<file path="config.mk">
export PLATFORM = sky130hd
export DESIGN_NAME = tmr_regbank
export DESIGN_NICKNAME = d
export VERILOG_FILES = /design/src/logic/tmr_pkg.sv /design/src/logic/tmr_regbank.sv /design/src/logic/tmr_limit_cmp.sv
export VERILOG_INCLUDE_DIRS = /design/src /design/src/logic
export SDC_FILE = /design/constraint.sdc
export NUM_CORES = 1
export LEC_CHECK = 0
export BUFFER_PORTS_ARGS = -buffer_cell sky130_fd_sc_hd__buf_2
export CORE_ASPECT_RATIO = 1.25
export CORE_UTILIZATION = 50
export CTS_BUF_LIST = sky130_fd_sc_hd__clkbuf_8
export CTS_CLUSTER_DIAMETER = 50
export DETAILED_ROUTE_END_ITERATION = 8
export PLACE_DENSITY = 0.7
export SLEW_MARGIN = 10
export SYNTH_ARGS = -nofsm -noshare
export SYNTH_HDL_FRONTEND = slang
export SYNTH_SLANG_ARGS = --single-unit
</file>
<file path="constraint.sdc">
create_clock -name clk_i -period 5.46 [get_ports clk_i]
set_input_delay 0.273 -clock clk_i [delete_from_list [all_inputs] [get_ports clk_i]]
set_output_delay 0.273 -clock clk_i [all_outputs]
set_load 0.02 [all_outputs]
</file>
<file path="src/logic/tmr_regs.svh">
// Register offsets, field masks and reset values of the thermal monitor register bank
`ifndef TMR_REGS_SVH
`define TMR_REGS_SVH

`define TMR_OFS_COMMON_STATUS 8'h02
`define TMR_OFS_CONFIGURATION 8'h03
`define TMR_OFS_CONV_RATE 8'h04
`define TMR_OFS_CHAN_ENABLE 8'h05
`define TMR_OFS_FILTER 8'h06
`define TMR_OFS_DIODE_FAULT 8'h07
`define TMR_OFS_ALERT1_STATUS 8'h08
`define TMR_OFS_ALERT2_STATUS 8'h09
`define TMR_OFS_ALERT3_STATUS 8'h0A
`define TMR_OFS_ALERT1_MASK 8'h0C
`define TMR_OFS_ALERT2_MASK 8'h0D
`define TMR_OFS_ALERT3_MASK 8'h0E
`define TMR_OFS_ONE_SHOT 8'h0F
`define TMR_OFS_LOCAL_HI 8'h10
`define TMR_OFS_R1_HI_S 8'h11
`define TMR_OFS_R2_HI_S 8'h12
`define TMR_OFS_R1_HI_U 8'h19
`define TMR_OFS_R2_HI_U 8'h1A
`define TMR_OFS_LOCAL_LO 8'h20
`define TMR_OFS_R1_LO_S 8'h21
`define TMR_OFS_R2_LO_S 8'h22
`define TMR_OFS_R1_LO_U 8'h29
`define TMR_OFS_R2_LO_U 8'h2A
`define TMR_OFS_R1_OFFSET 8'h31
`define TMR_OFS_R2_OFFSET 8'h32
`define TMR_OFS_LOCAL_LIMIT 8'h40
`define TMR_OFS_R1_FIRST_LIM 8'h41
`define TMR_OFS_R2_FIRST_LIM 8'h42
`define TMR_OFS_R1_SECOND_LIM 8'h49
`define TMR_OFS_R2_SECOND_LIM 8'h4A
`define TMR_OFS_HYSTERESIS 8'h5A
`define TMR_OFS_MAKER_CODE 8'hFE
`define TMR_OFS_REVISION 8'hFF

`define TMR_PTR_RESET 8'h00
`define TMR_RST_CONFIGURATION 8'h00
`define TMR_RST_CONV_RATE 8'h02
`define TMR_RST_CHAN_ENABLE 8'h1F
`define TMR_RST_FILTER 8'h0F
`define TMR_RST_ALERT1_MASK 8'h01
`define TMR_RST_ALERT2_MASK 8'h00
`define TMR_RST_ALERT3_MASK 8'h07
`define TMR_RST_OFFSET 8'h00
`define TMR_RST_LOCAL_LIMIT 8'h55
`define TMR_RST_FIRST_LIM 8'h6E
`define TMR_RST_SECOND_LIM 8'h55
`define TMR_RST_HYSTERESIS 8'h0A

`define TMR_MSK_CONFIGURATION 8'h40
`define TMR_MSK_CONV_RATE 8'h03
`define TMR_MSK_CHAN_ENABLE 8'h1F
`define TMR_MSK_FILTER 8'h0F
`define TMR_MSK_ALERT_MASK 8'h07
`define TMR_MSK_LOCAL_LIMIT 8'h7F
`define TMR_MSK_HYSTERESIS 8'h1F

`define TMR_BIT_STANDBY 6
`define TMR_BIT_BUSY 7
`define TMR_BIT_NOT_READY 6

`endif

</file>
<file path="src/logic/tmr_pkg.sv">
// Types of the thermal monitor register bank
`default_nettype none
package tmr_pkg;

  typedef struct packed {
    logic [7:0] ptr;
    logic [7:0] config_r;
    logic [7:0] rate;
    logic [7:0] chen;
    logic [7:0] filt;
    logic [7:0] mask1;
    logic [7:0] mask2;
    logic [7:0] mask3;
    logic [7:0] off1;
    logic [7:0] off2;
    logic [7:0] lim_l;
    logic [7:0] lim_r1a;
    logic [7:0] lim_r2a;
    logic [7:0] lim_r1b;
    logic [7:0] lim_r2b;
    logic [7:0] hyst;
    logic [7:0] hi_l;
    logic [7:0] hi_r1;
    logic [7:0] hi_r2;
    logic [7:0] hu_r1;
    logic [7:0] hu_r2;
    logic [2:0] fr_l;
    logic [4:0] fr_r1;
    logic [4:0] fr_r2;
    logic [2:0] fz_l;
    logic [4:0] fz_r1;
    logic [4:0] fz_r2;
    logic [2:0] lock;
    logic [3:0] fault;
    logic [4:0] flags;
    logic [2:0] alert_n;
    logic oneshot;
    logic [7:0] rd_data;
    logic rd_valid;
  } tmr_state_t;

endpackage : tmr_pkg
`default_nettype wire

</file>
<file path="src/logic/tmr_regbank.sv">
// Register bank of a three channel temperature monitor
`default_nettype none
`include "tmr_regs.svh"
module tmr_regbank #(
  parameter logic [7:0] MAKER_CODE = 8'h3C, // Arbitrary value
  parameter logic [7:0] REVISION_CODE = 8'h21 // Arbitrary value
) (
  // Clock and reset
  input wire logic clk_i,
  input wire logic reset_i,
  // Host access from the serial protocol engine
  input wire logic cmd_valid_i,
  input wire logic [7:0] cmd_byte_i,
  input wire logic wr_valid_i,
  input wire logic [7:0] wr_data_i,
  input wire logic rd_req_i,
  output logic [7:0] rd_data_o,
  output logic rd_valid_o,
  // Conversion engine results
  input wire logic conv_valid_i,
  input wire logic [7:0] local_hi_i,
  input wire logic [2:0] local_frac_i,
  input wire logic [7:0] r1_hi_signed_i,
  input wire logic [7:0] r1_hi_unsigned_i,
  input wire logic [4:0] r1_frac_i,
  input wire logic [7:0] r2_hi_signed_i,
  input wire logic [7:0] r2_hi_unsigned_i,
  input wire logic [4:0] r2_frac_i,
  input wire logic [3:0] diode_fault_i,
  input wire logic busy_i,
  input wire logic not_ready_i,
  // Controls toward the conversion engine
  output logic standby_select_o,
  output logic [1:0] conv_rate_o,
  output logic [4:0] chan_enable_o,
  output logic [3:0] filter_o,
  output logic [7:0] r1_offset_o,
  output logic [7:0] r2_offset_o,
  output logic oneshot_o,
  // Alert pins, active low
  output logic [2:0] alert_n_o
);
  tmr_pkg::tmr_state_t st_q;
  tmr_pkg::tmr_state_t st_d;
  logic [9:0] cmp_temp [5];
  logic [7:0] cmp_lim [5];
  logic [4:0] cmp_flag;
  logic [4:0] cmp_en;

  // Fraction bits 1..0 only show while the channel filter is on
  function automatic logic [7:0] frac_byte(input logic [4:0] frac, input logic [1:0] fsel);
    frac_byte = {frac[4:2], (fsel != 2'b00) ? frac[1:0] : 2'b00, 3'b000};
  endfunction

  function automatic logic alert_of(input logic [2:0] stat, input logic [7:0] mask);
    alert_of = ~|(stat & ~mask[2:0]);
  endfunction

  function automatic logic [7:0] wmask(input logic [7:0] d, input logic [7:0] m);
    wmask = d & m;
  endfunction

  // Flags: 0 local, 1 r1 first, 2 r2 first, 3 r1 second, 4 r2 second
  // Raw inputs, not st_d, so the compare never loops back into the state
  assign cmp_temp[0] = {local_hi_i[7], local_hi_i[7], local_hi_i};
  assign cmp_temp[1] = {2'b00, r1_hi_unsigned_i};
  assign cmp_temp[2] = {2'b00, r2_hi_unsigned_i};
  assign cmp_temp[3] = {2'b00, r1_hi_unsigned_i};
  assign cmp_temp[4] = {2'b00, r2_hi_unsigned_i};
  assign cmp_lim[0] = st_q.lim_l;
  assign cmp_lim[1] = st_q.lim_r1a;
  assign cmp_lim[2] = st_q.lim_r2a;
  assign cmp_lim[3] = st_q.lim_r1b;
  assign cmp_lim[4] = st_q.lim_r2b;
  assign cmp_en = {st_q.chen[2:1], st_q.chen[2:1], st_q.chen[0]};

  for (genvar gi = 0; gi < 5; gi++) begin : g_cmp
    tmr_limit_cmp u_cmp (
      .temp_i(cmp_temp[gi]),
      .limit_i(cmp_lim[gi]),
      .hyst_i(st_q.hyst),
      .flag_i(st_q.flags[gi]),
      .flag_o(cmp_flag[gi])
    );
  end

  always_comb begin
    logic [2:0] st2;
    logic [2:0] st3;
    st2 = '0;
    st3 = '0;
    st_d = st_q;
    st_d.oneshot = 1'b0;
    st_d.rd_valid = 1'b0;
    if (cmd_valid_i) begin
      st_d.ptr = cmd_byte_i;
    end
    if (wr_valid_i) begin
      // Read only locations fall to the default and are dropped
      case (st_q.ptr)
        `TMR_OFS_CONFIGURATION: st_d.config_r = wmask(wr_data_i, `TMR_MSK_CONFIGURATION);
        `TMR_OFS_CONV_RATE: st_d.rate = wmask(wr_data_i, `TMR_MSK_CONV_RATE);
        `TMR_OFS_CHAN_ENABLE: st_d.chen = wmask(wr_data_i, `TMR_MSK_CHAN_ENABLE);
        `TMR_OFS_FILTER: st_d.filt = wmask(wr_data_i, `TMR_MSK_FILTER);
        `TMR_OFS_ALERT1_MASK: st_d.mask1 = wmask(wr_data_i, `TMR_MSK_ALERT_MASK);
        `TMR_OFS_ALERT2_MASK: st_d.mask2 = wmask(wr_data_i, `TMR_MSK_ALERT_MASK);
        `TMR_OFS_ALERT3_MASK: st_d.mask3 = wmask(wr_data_i, `TMR_MSK_ALERT_MASK);
        `TMR_OFS_ONE_SHOT: st_d.oneshot = 1'b1;
        `TMR_OFS_R1_OFFSET: st_d.off1 = wr_data_i;
        `TMR_OFS_R2_OFFSET: st_d.off2 = wr_data_i;
        `TMR_OFS_LOCAL_LIMIT: st_d.lim_l = wmask(wr_data_i, `TMR_MSK_LOCAL_LIMIT);
        `TMR_OFS_R1_FIRST_LIM: st_d.lim_r1a = wr_data_i;
        `TMR_OFS_R2_FIRST_LIM: st_d.lim_r2a = wr_data_i;
        `TMR_OFS_R1_SECOND_LIM: st_d.lim_r1b = wr_data_i;
        `TMR_OFS_R2_SECOND_LIM: st_d.lim_r2b = wr_data_i;
        `TMR_OFS_HYSTERESIS: st_d.hyst = wmask(wr_data_i, `TMR_MSK_HYSTERESIS);
        default: st_d.oneshot = 1'b0;
      endcase
    end
    // New results land in the live copies; a frozen low byte is left alone
    if (conv_valid_i) begin
      st_d.hi_l = local_hi_i;
      st_d.hi_r1 = r1_hi_signed_i;
      st_d.hi_r2 = r2_hi_signed_i;
      st_d.hu_r1 = r1_hi_unsigned_i;
      st_d.hu_r2 = r2_hi_unsigned_i;
      st_d.fr_l = local_frac_i;
      st_d.fr_r1 = r1_frac_i;
      st_d.fr_r2 = r2_frac_i;
      st_d.fault = diode_fault_i;
      // Disabled channels drop their flags rather than hold stale ones
      st_d.flags = cmp_flag & cmp_en;
    end
    if (rd_req_i) begin
      st_d.rd_valid = 1'b1;
      st3 = {st_q.flags[4], st_q.flags[3], st_q.flags[0]};
      st2 = {st_q.flags[2], st_q.flags[1], st_q.flags[0]};
      case (st_q.ptr)
        `TMR_OFS_COMMON_STATUS: begin
          st_d.rd_data = {busy_i, not_ready_i, 2'b00, |st3, |st3, |st2, |st_q.fault};
        end
        `TMR_OFS_CONFIGURATION: st_d.rd_data = st_q.config_r;
        `TMR_OFS_CONV_RATE: st_d.rd_data = st_q.rate;
        `TMR_OFS_CHAN_ENABLE: st_d.rd_data = st_q.chen;
        `TMR_OFS_FILTER: st_d.rd_data = st_q.filt;
        `TMR_OFS_DIODE_FAULT: st_d.rd_data = {4'h0, st_q.fault};
        `TMR_OFS_ALERT1_STATUS: st_d.rd_data = {5'h00, st2};
        `TMR_OFS_ALERT2_STATUS: st_d.rd_data = {5'h00, st3};
        `TMR_OFS_ALERT3_STATUS: st_d.rd_data = {5'h00, st3};
        `TMR_OFS_ALERT1_MASK: st_d.rd_data = st_q.mask1;
        `TMR_OFS_ALERT2_MASK: st_d.rd_data = st_q.mask2;
        `TMR_OFS_ALERT3_MASK: st_d.rd_data = st_q.mask3;
        `TMR_OFS_LOCAL_HI, `TMR_PTR_RESET: begin
          st_d.rd_data = st_q.hi_l;
          st_d.fz_l = st_d.fr_l;
          st_d.lock[0] = 1'b1;
        end
        `TMR_OFS_R1_HI_S, `TMR_OFS_R1_HI_U: begin
          st_d.rd_data = (st_q.ptr == `TMR_OFS_R1_HI_S) ? st_q.hi_r1 : st_q.hu_r1;
          st_d.fz_r1 = st_d.fr_r1;
          st_d.lock[1] = 1'b1;
        end
        `TMR_OFS_R2_HI_S, `TMR_OFS_R2_HI_U: begin
          st_d.rd_data = (st_q.ptr == `TMR_OFS_R2_HI_S) ? st_q.hi_r2 : st_q.hu_r2;
          st_d.fz_r2 = st_d.fr_r2;
          st_d.lock[2] = 1'b1;
        end
        `TMR_OFS_LOCAL_LO: begin
          st_d.rd_data = {st_q.lock[0] ? st_q.fz_l : st_q.fr_l, 5'h00};
          st_d.lock[0] = 1'b0;
        end
        `TMR_OFS_R1_LO_S, `TMR_OFS_R1_LO_U: begin
          st_d.rd_data = frac_byte(st_q.lock[1] ? st_q.fz_r1 : st_q.fr_r1,
                                   st_q.filt[1:0]);
          st_d.lock[1] = 1'b0;
        end
        `TMR_OFS_R2_LO_S, `TMR_OFS_R2_LO_U: begin
          st_d.rd_data = frac_byte(st_q.lock[2] ? st_q.fz_r2 : st_q.fr_r2,
                                   st_q.filt[3:2]);
          st_d.lock[2] = 1'b0;
        end
        `TMR_OFS_R1_OFFSET: st_d.rd_data = st_q.off1;
        `TMR_OFS_R2_OFFSET: st_d.rd_data = st_q.off2;
        `TMR_OFS_LOCAL_LIMIT: st_d.rd_data = st_q.lim_l;
        `TMR_OFS_R1_FIRST_LIM: st_d.rd_data = st_q.lim_r1a;
        `TMR_OFS_R2_FIRST_LIM: st_d.rd_data = st_q.lim_r2a;
        `TMR_OFS_R1_SECOND_LIM: st_d.rd_data = st_q.lim_r1b;
        `TMR_OFS_R2_SECOND_LIM: st_d.rd_data = st_q.lim_r2b;
        `TMR_OFS_HYSTERESIS: st_d.rd_data = st_q.hyst;
        `TMR_OFS_MAKER_CODE: st_d.rd_data = MAKER_CODE;
        `TMR_OFS_REVISION: st_d.rd_data = REVISION_CODE;
        // One-shot, gaps and unmapped locations all read zero
        default: st_d.rd_data = 8'h00;
      endcase
    end
    // Alerts from next flags so pins and status agree in the same cycle
    st_d.alert_n[0] = alert_of({st_d.flags[2], st_d.flags[1], st_d.flags[0]}, st_d.mask1);
    st_d.alert_n[1] = alert_of({st_d.flags[4], st_d.flags[3], st_d.flags[0]}, st_d.mask2);
    st_d.alert_n[2] = alert_of({st_d.flags[4], st_d.flags[3], st_d.flags[0]}, st_d.mask3);
  end

  always_ff @(posedge clk_i) begin
    if (reset_i) begin
      st_q <= '0;
      st_q.ptr <= `TMR_PTR_RESET;
      st_q.config_r <= `TMR_RST_CONFIGURATION;
      st_q.rate <= `TMR_RST_CONV_RATE;
      st_q.chen <= `TMR_RST_CHAN_ENABLE;
      st_q.filt <= `TMR_RST_FILTER;
      st_q.mask1 <= `TMR_RST_ALERT1_MASK;
      st_q.mask2 <= `TMR_RST_ALERT2_MASK;
      st_q.mask3 <= `TMR_RST_ALERT3_MASK;
      st_q.off1 <= `TMR_RST_OFFSET;
      st_q.off2 <= `TMR_RST_OFFSET;
      st_q.lim_l <= `TMR_RST_LOCAL_LIMIT;
      st_q.lim_r1a <= `TMR_RST_FIRST_LIM;
      st_q.lim_r2a <= `TMR_RST_FIRST_LIM;
      st_q.lim_r1b <= `TMR_RST_SECOND_LIM;
      st_q.lim_r2b <= `TMR_RST_SECOND_LIM;
      st_q.hyst <= `TMR_RST_HYSTERESIS;
      st_q.alert_n <= 3'h7;
    end else begin
      st_q <= st_d;
    end
  end

  assign rd_data_o = st_q.rd_data;
  assign rd_valid_o = st_q.rd_valid;
  assign standby_select_o = st_q.config_r[`TMR_BIT_STANDBY];
  assign conv_rate_o = st_q.rate[1:0];
  assign chan_enable_o = st_q.chen[4:0];
  assign filter_o = st_q.filt[3:0];
  assign r1_offset_o = st_q.off1;
  assign r2_offset_o = st_q.off2;
  assign oneshot_o = st_q.oneshot;
  assign alert_n_o = st_q.alert_n;
endmodule // tmr_regbank
`default_nettype wire

</file>
<file path="src/logic/tmr_limit_cmp.sv">
// Limit comparator with shared hysteresis for one channel
`default_nettype none
module tmr_limit_cmp (
  // Sample and thresholds
  input wire logic [9:0] temp_i,
  input wire logic [7:0] limit_i,
  input wire logic [7:0] hyst_i,
  // Flag
  input wire logic flag_i,
  output logic flag_o
);
  logic signed [9:0] lim_s;
  logic signed [9:0] low_s;
  logic over;
  logic under;

  // Ten bits keep limit minus hysteresis from wrapping below zero
  assign lim_s = signed'({2'b00, limit_i});
  assign low_s = lim_s - signed'({2'b00, hyst_i});
  assign over = signed'(temp_i) > lim_s;
  assign under = signed'(temp_i) < low_s;
  assign flag_o = over | (flag_i & ~under);
endmodule // tmr_limit_cmp
`default_nettype wire

</file>
## Word-level counts from Yosys, hierarchy flattened

Cells that the tools add are included.

| word-level totals | value |
|---|---|
| flip-flop bits (word level) | 180 |
| bits of input ports | 81 |
| output and inout bits | 41 |
| word-level logic and storage cells | 174 |

| operators by class | value |
|---|---|
| add/subtract/negate cells | 5 |
| $lt $le $gt $ge | 10 |
| equality and inequality tests | 33 |
| mux-type cells | 27 |
| bitwise operators | 23 |
| reductions and logical operators | 40 |

Operators with widths:

| operator | number |
|---|---|
| $pmux W8 S27 | 1 |
| $mux W83 | 1 |
| $mux W8 | 8 |
| $eq A8 B4 Y1 const B | 7 |
| $eq A8 B6 Y1 const B | 7 |
| $eq A8 B7 Y1 const B | 6 |
| $eq A8 B5 Y1 const B | 5 |
| $gt A8 B8 Y1 | 5 |
| $lt A9 B9 Y1 | 4 |
| $reduce_and A2 Y1 | 18 |
| $sub A8 B5 Y9 | 4 |
| $eq A8 B3 Y1 const B | 4 |
| $mux W5 | 4 |
| $eq A8 B2 Y1 const B | 2 |
| $eq A8 B8 Y1 const B | 2 |
| $reduce_or A3 Y1 | 5 |
| $reduce_or A2 Y1 | 7 |
| $mux W13 | 1 |
| $mux W3 | 4 |
| $reduce_bool A2 Y1 | 5 |
| $and A3 B3 Y3 | 3 |
| $not A3 Y3 | 3 |
| $logic_not A8 Y1 | 1 |
| $lt A8 B8 Y1 | 1 |
| 11 further kinds | 30 |

## Logic depth before layout (Yosys ltp)

| logic depth | value |
|---|---|
| depth after elaboration | 10 |
| gate-level depth with buffers | 16 |
| gate-level depth less buffers | 16 |

## Modules after synthesis

A second synthesis with hierarchy kept.

| unflattened totals | value |
|---|---|
| cells, all modules | 1463 |
| area total of the unflattened synthesis | 12280.5 um2 |

Modules (own cells, without submodules):

| module | times used | cells each | area an instance (um2) | sequential area each (um2) |
|---|---|---|---|---|
| tmr_regbank | 1 | 985 | 8493.1 | 3603.5 |
| tmr_limit_cmp (g_cmp[0].u_cmp ...) | 4 | 95 | 754.5 | 0.0 |
| tmr_limit_cmp (g_cmp[1].u_cmp) | 1 | 98 | 769.5 | 0.0 |

## Worst setup path after synthesis

No wires, ideal clock.

| path | value |
|---|---|
| kind | register to register |
| start | register st_q[92] (netlist bit) |
| end | register st_q (netlist bit alert_n_o[1]) |
| setup time | 0.095 ns |
| arrival | 3.271 ns |
| setup slack | 2.094 ns |
| stages on the path, launching flop included | 15 |
| path buffers | 0 |
| path through | dfxtp_1 inv_1 ha_1 nor2b_1 o21ai_0 a21oi_1 o21ai_0 nor4b_1 xnor2_1 ha_1 a21oi_1 o21ai_0 o311a_1 a2111o_1 a221oi_1 |

| between the ends | value |
|---|---|
| longest elaborated chain between the ends | 10 |

RTL lines:

| item | line | text |
|---|---|---|
| start, declared | tmr_regbank.sv:43 | `tmr_pkg::tmr_state_t st_q;` |
| start signal, assigned | tmr_regbank.sv:223 | `st_q <= st_d;` |
| $sub A8 B5 Y9 or $sub A7 B5 Y8 (tied branches) | tmr_limit_cmp.sv:19 | `assign low_s = lim_s - signed'({2'b00, hyst_i});` |
| $lt A9 B9 Y1 or $lt A8 B8 Y1 (tied branches) | tmr_limit_cmp.sv:21 | `assign under = signed'(temp_i) < low_s;` |
| $not A1 Y1 | tmr_limit_cmp.sv:22 | `assign flag_o = over \| (flag_i & ~under);` |
| $and A1 B1 Y1 | tmr_limit_cmp.sv:22 |  |
| $or A1 B1 Y1 | tmr_limit_cmp.sv:22 |  |
| $and A5 B5 Y5 * | tmr_regbank.sv:132 | `st_d.flags = cmp_flag & cmp_en;` |
| $mux W5 * | tmr_regbank.sv:121 | `if (conv_valid_i) begin` |
| $and A3 B3 Y3 * | tmr_regbank.sv:56 | `alert_of = ~\|(stat & ~mask[2:0]);` |
| $reduce_or A3 Y1 * | tmr_regbank.sv:56 |  |
| $logic_not A1 Y1 * | tmr_regbank.sv:56 |  |

Mark *: on every way between the ends. The rest lies on a longest branch, timed or not.
A chain may end at the register's enable or synchronous reset.

## Final worst setup path

Ends and elaborated chain as after synthesis.

==> flow_summary.yaml <==
worst_setup_path:
  worstRegToRegCells: 14
  max_stage_delay_ns: 0.61
  crit_buf_inv: 1
  crit_family: "compound AO/OA/AOI/OAI gates"
  r2r_slack_ns: 1.49
  start_kind: "register"
  end_kind: "register"
  worst-setup-path-type: "register to register"
  reg2reg_from: "st_q[92]"
  arrival_ns: 4.37
  r2r-end: "alert_n_o[1]"
  crit_slowest_cell: "dfxtp_1"
  path_cells: "inv_1 -> ha_1 -> nor2b_1 -> o21ai_0 -> a21oi_1 -> o21ai_0 -> nor4b_1 -> xnor2_1 -> ha_1 -> a21oi_1 -> o21ai_0 -> o311a_1 -> a2111o_1 -> a221oi_1"
  worstPathRequired_ns: 5.86
  cp_common_cell: "o21ai_0"
  crit_fanout: 7
logic_synthesis:
  synth_edf_count: 0
  synth_top_family_by_area: "simple AND/OR/NAND/NOR gates"
  syn_area_per_cell_um2: 8.41
  yosysWarnings: 0
  synth_cell_type_count: 77
  synthArstFlopShare: 0
  ys_seq_area_frac: 0.317
  synth_fa_ha_area_frac: 0.118
  synthCells: 1351
  syn-cell-area_um2: 11400
  synth_simple_gate_area_frac: 0.210
  synth-compound-area-share: 0.165
  ys_ff_latch: 180
  synth_nets: 1536
  synth_mux_area_frac: 0.0961
  synth_xor_area_frac: 0.0193
  synthFlopType: "dfxtp_1"
place:
  gp_congestion: 1.00
  dp_hpwl_um: 29100
  portBuffers: 121
  dp.cells: 1655
  placed_area_um2: 11800
worst_hold_path:
  hold_path.class: "input port to register"
  hold_end: "st_q[216]"
  hold_start: "cmd_byte_i[5]"
  hold_depth: 3
timing:
  hold_ws_ns: 0.0225
  slew_viol_final: 0
  finalSetupTns_ns: 0
  post-route-min-period_ns: 3.97
  worst_pin_slew_ns: 1.17
  rsz0062_at_grt: "no"
  setup_viol: 0
  max-slew-margin-rel: 0.213
  fin_crit_sh: 0.727
  max_freq_mhz: 252
  hold_viol_final: 0
  fin_worst_skew_ns: 0.0135
clock_network:
  clockBufferDepth: 2
  cts_tree: "done"
  clock-sinks: 180
  clock_latency_ns: 0.49
  clockRootBuffer: "clkbuf_8"
  postCtsHoldBufs: 9
  cts-resized-gates: 0
  numCtsBuffers: 17
  htree_levels: 4
  path_clk_slew_ns: 0.10
  cts_setup_buffers: 0
global_routing:
  met3_usage: 0.0593
  met2_usage: 0.523
  antenna_found_initial: 0
  grt_pass1_wl_um: 57400
  grt_use_met1: 0.412
  grt.total_usage: 0.336
  grt-busiest-layer: "met2"
  grt_start_max_net_pins: 80
  grt.overflow.total: 0
  grt_pass1_vias: 9831
detailed_routing:
  drt_wl_total_um: 38300
  vias: 10485
  drtPass1Iterations: 5
  detail-route-antenna-nets: 0
  avgRoutedWirePerCell_um: 22.6
  drt_first_iter_violations: 942
  drc: 0
  via_per_inst: 6.18
pwr:
  switchingPower_uw: 803
  power_frac_clock: 0.349
  p_leak_uw: 0.00533
  sw_frac_of_total: 0.290
  internal_power_uw: 1960
  comb_power_share: 0.142
  ir_drop_mv: 0.203
  seqPwrFrac: 0.509
  pwr_density_cell_nw_per_um2: 225
die:
  start_util: 0.510
  core_um2: 22300
  die_h_um: 170
  rows: 61
  die_w_um: 137
  pin_count: 122
  dieArea_um2: 23300
layout:
  layout_commonest_cell: "dfxtp_1"
  fin_util: 0.552
  finalNonFillerCells: 1696
  syn_to_final_growth_pct: 8.37
  fin_area_um2: 12300
  insertedDiodeCount: 0
  nets: 1585
  drive_gt1_frac: 0.140
  final_cell_mix: "dfxtp_1, nor2_1, nand2_1"
status:
  status: "completed"
run:
  maxCapViolCount: 0
-- synth_stat cells, drive strengths merged (4+ instances only) --
cell type | number | share of area
nand3 | 53 | 0.023
nor2b | 25 | 0.014
a21o | 6 | 0.0040
inv | 66 | 0.022
o22ai | 5 | 0.0028
mux2i | 91 | 0.080
a211oi | 12 | 0.0079
nor3 | 21 | 0.011
and3 | 10 | 0.0055
a211o | 9 | 0.0069
a2111oi | 7 | 0.0054
xor2 | 6 | 0.0046
clkbuf | 40 | 0.013
o21bai | 5 | 0.0033
nand2 | 130 | 0.043
a311o | 4 | 0.0035
o31ai | 4 | 0.0026
or4b | 6 | 0.0056
fa | 5 | 0.0088
mux2 | 12 | 0.012
dfxtp | 180 | 0.32
a22oi | 28 | 0.019
nand4 | 15 | 0.0083
o211ai | 9 | 0.0059
nor2 | 146 | 0.050
ha | 99 | 0.11
o21ai | 41 | 0.018
nor4 | 6 | 0.0039
a22o | 6 | 0.0046
a221oi | 11 | 0.0085
buf | 71 | 0.040
a32oi | 4 | 0.0031
nor4b | 6 | 0.0059
nand3b | 22 | 0.015
a31oi | 6 | 0.0033
a21oi | 93 | 0.041
o2111ai | 6 | 0.0046
xnor2 | 19 | 0.015
nand2b | 17 | 0.0094
or4 | 6 | 0.0040
-- worst reg2reg max path: stages, from the launching register on --
cell	delay, ns
dfxtp_1	0.61
inv_1	0.31
ha_1	0.34
nor2b_1	0.13
o21ai_0	0.22
a21oi_1	0.11
o21ai_0	0.20
nor4b_1	0.33
xnor2_1	0.16
ha_1	0.26
a21oi_1	0.15
o21ai_0	0.09
o311a_1	0.29
a2111o_1	0.40
a221oi_1	0.28
-- routing by layer --
metal | vias to the layer above | wire length (µm)
li1 | 4911 | -
met1 | 4967 | 15600
met2 | 465 | 17300
met3 | 142 | 2550
met4 | 0 | 2820
met5 | - | 0
-- power by group through the flow --
stage	logic (µW)	clock network [µW]	registers, µW
3_3_place_gp	375	0	1430
3_5_place_dp	381	0	1440
5_1_grt	425	1030	1410
4_1_cts	387	979	1410
6_report	391	966	1410
2_1_floorplan	270	0	1400
-- worst max path at each step --
stage                        start      endpoint  cells past startpoint
final                     st_q[92]  alert_n_o[1]                     14
after global routing      st_q[92]  alert_n_o[1]                     14
after CTS                 st_q[92]  alert_n_o[1]                     14
after floorplan           st_q[92]  alert_n_o[1]                     14
after global placement    st_q[92]  alert_n_o[1]                     14
after detailed placement  st_q[92]  alert_n_o[1]                     14
-- cells by family after synthesis --
kind of cell | Yosys count
flops | 180
mux | 105
simple gates | 478
xor+xnor | 25
fa+ha+maj | 104
buf+inv | 177
compound gates | 282
-- area by class of cell --
class	count	area [µm²]
Timing Repair Buffer	141	783
Sequential cell	180	3600
Fill cell	2154	9980
Inverter	66	248
Multi-Input combinational cell	994	6900
Clock buffer	17	234
Clock inverter	15	180
Tap cell	283	354
-- registers in the layout (all words and copies together) (netlist names) --
signal            flops
r2_offset_o           8
cmp_lim              39
conv_rate_o           2
filter_o              4
alert_n_o             3
st_q                100
rd_data_o             8
chan_enable_o         5
r1_offset_o           8
rd_valid_o            1
oneshot_o             1
standby_select_o      1
-- through the flow --
step	total power, µW	worst slack (ns)
2_1_floorplan	1670	2.09
3_3_place_gp	1810	1.70
3_5_place_dp	1820	1.55
4_1_cts	2770	1.52
5_1_grt	2870	1.28
6_report	2770	1.49
No activity file was read; power rests on OpenSTA's default activity.
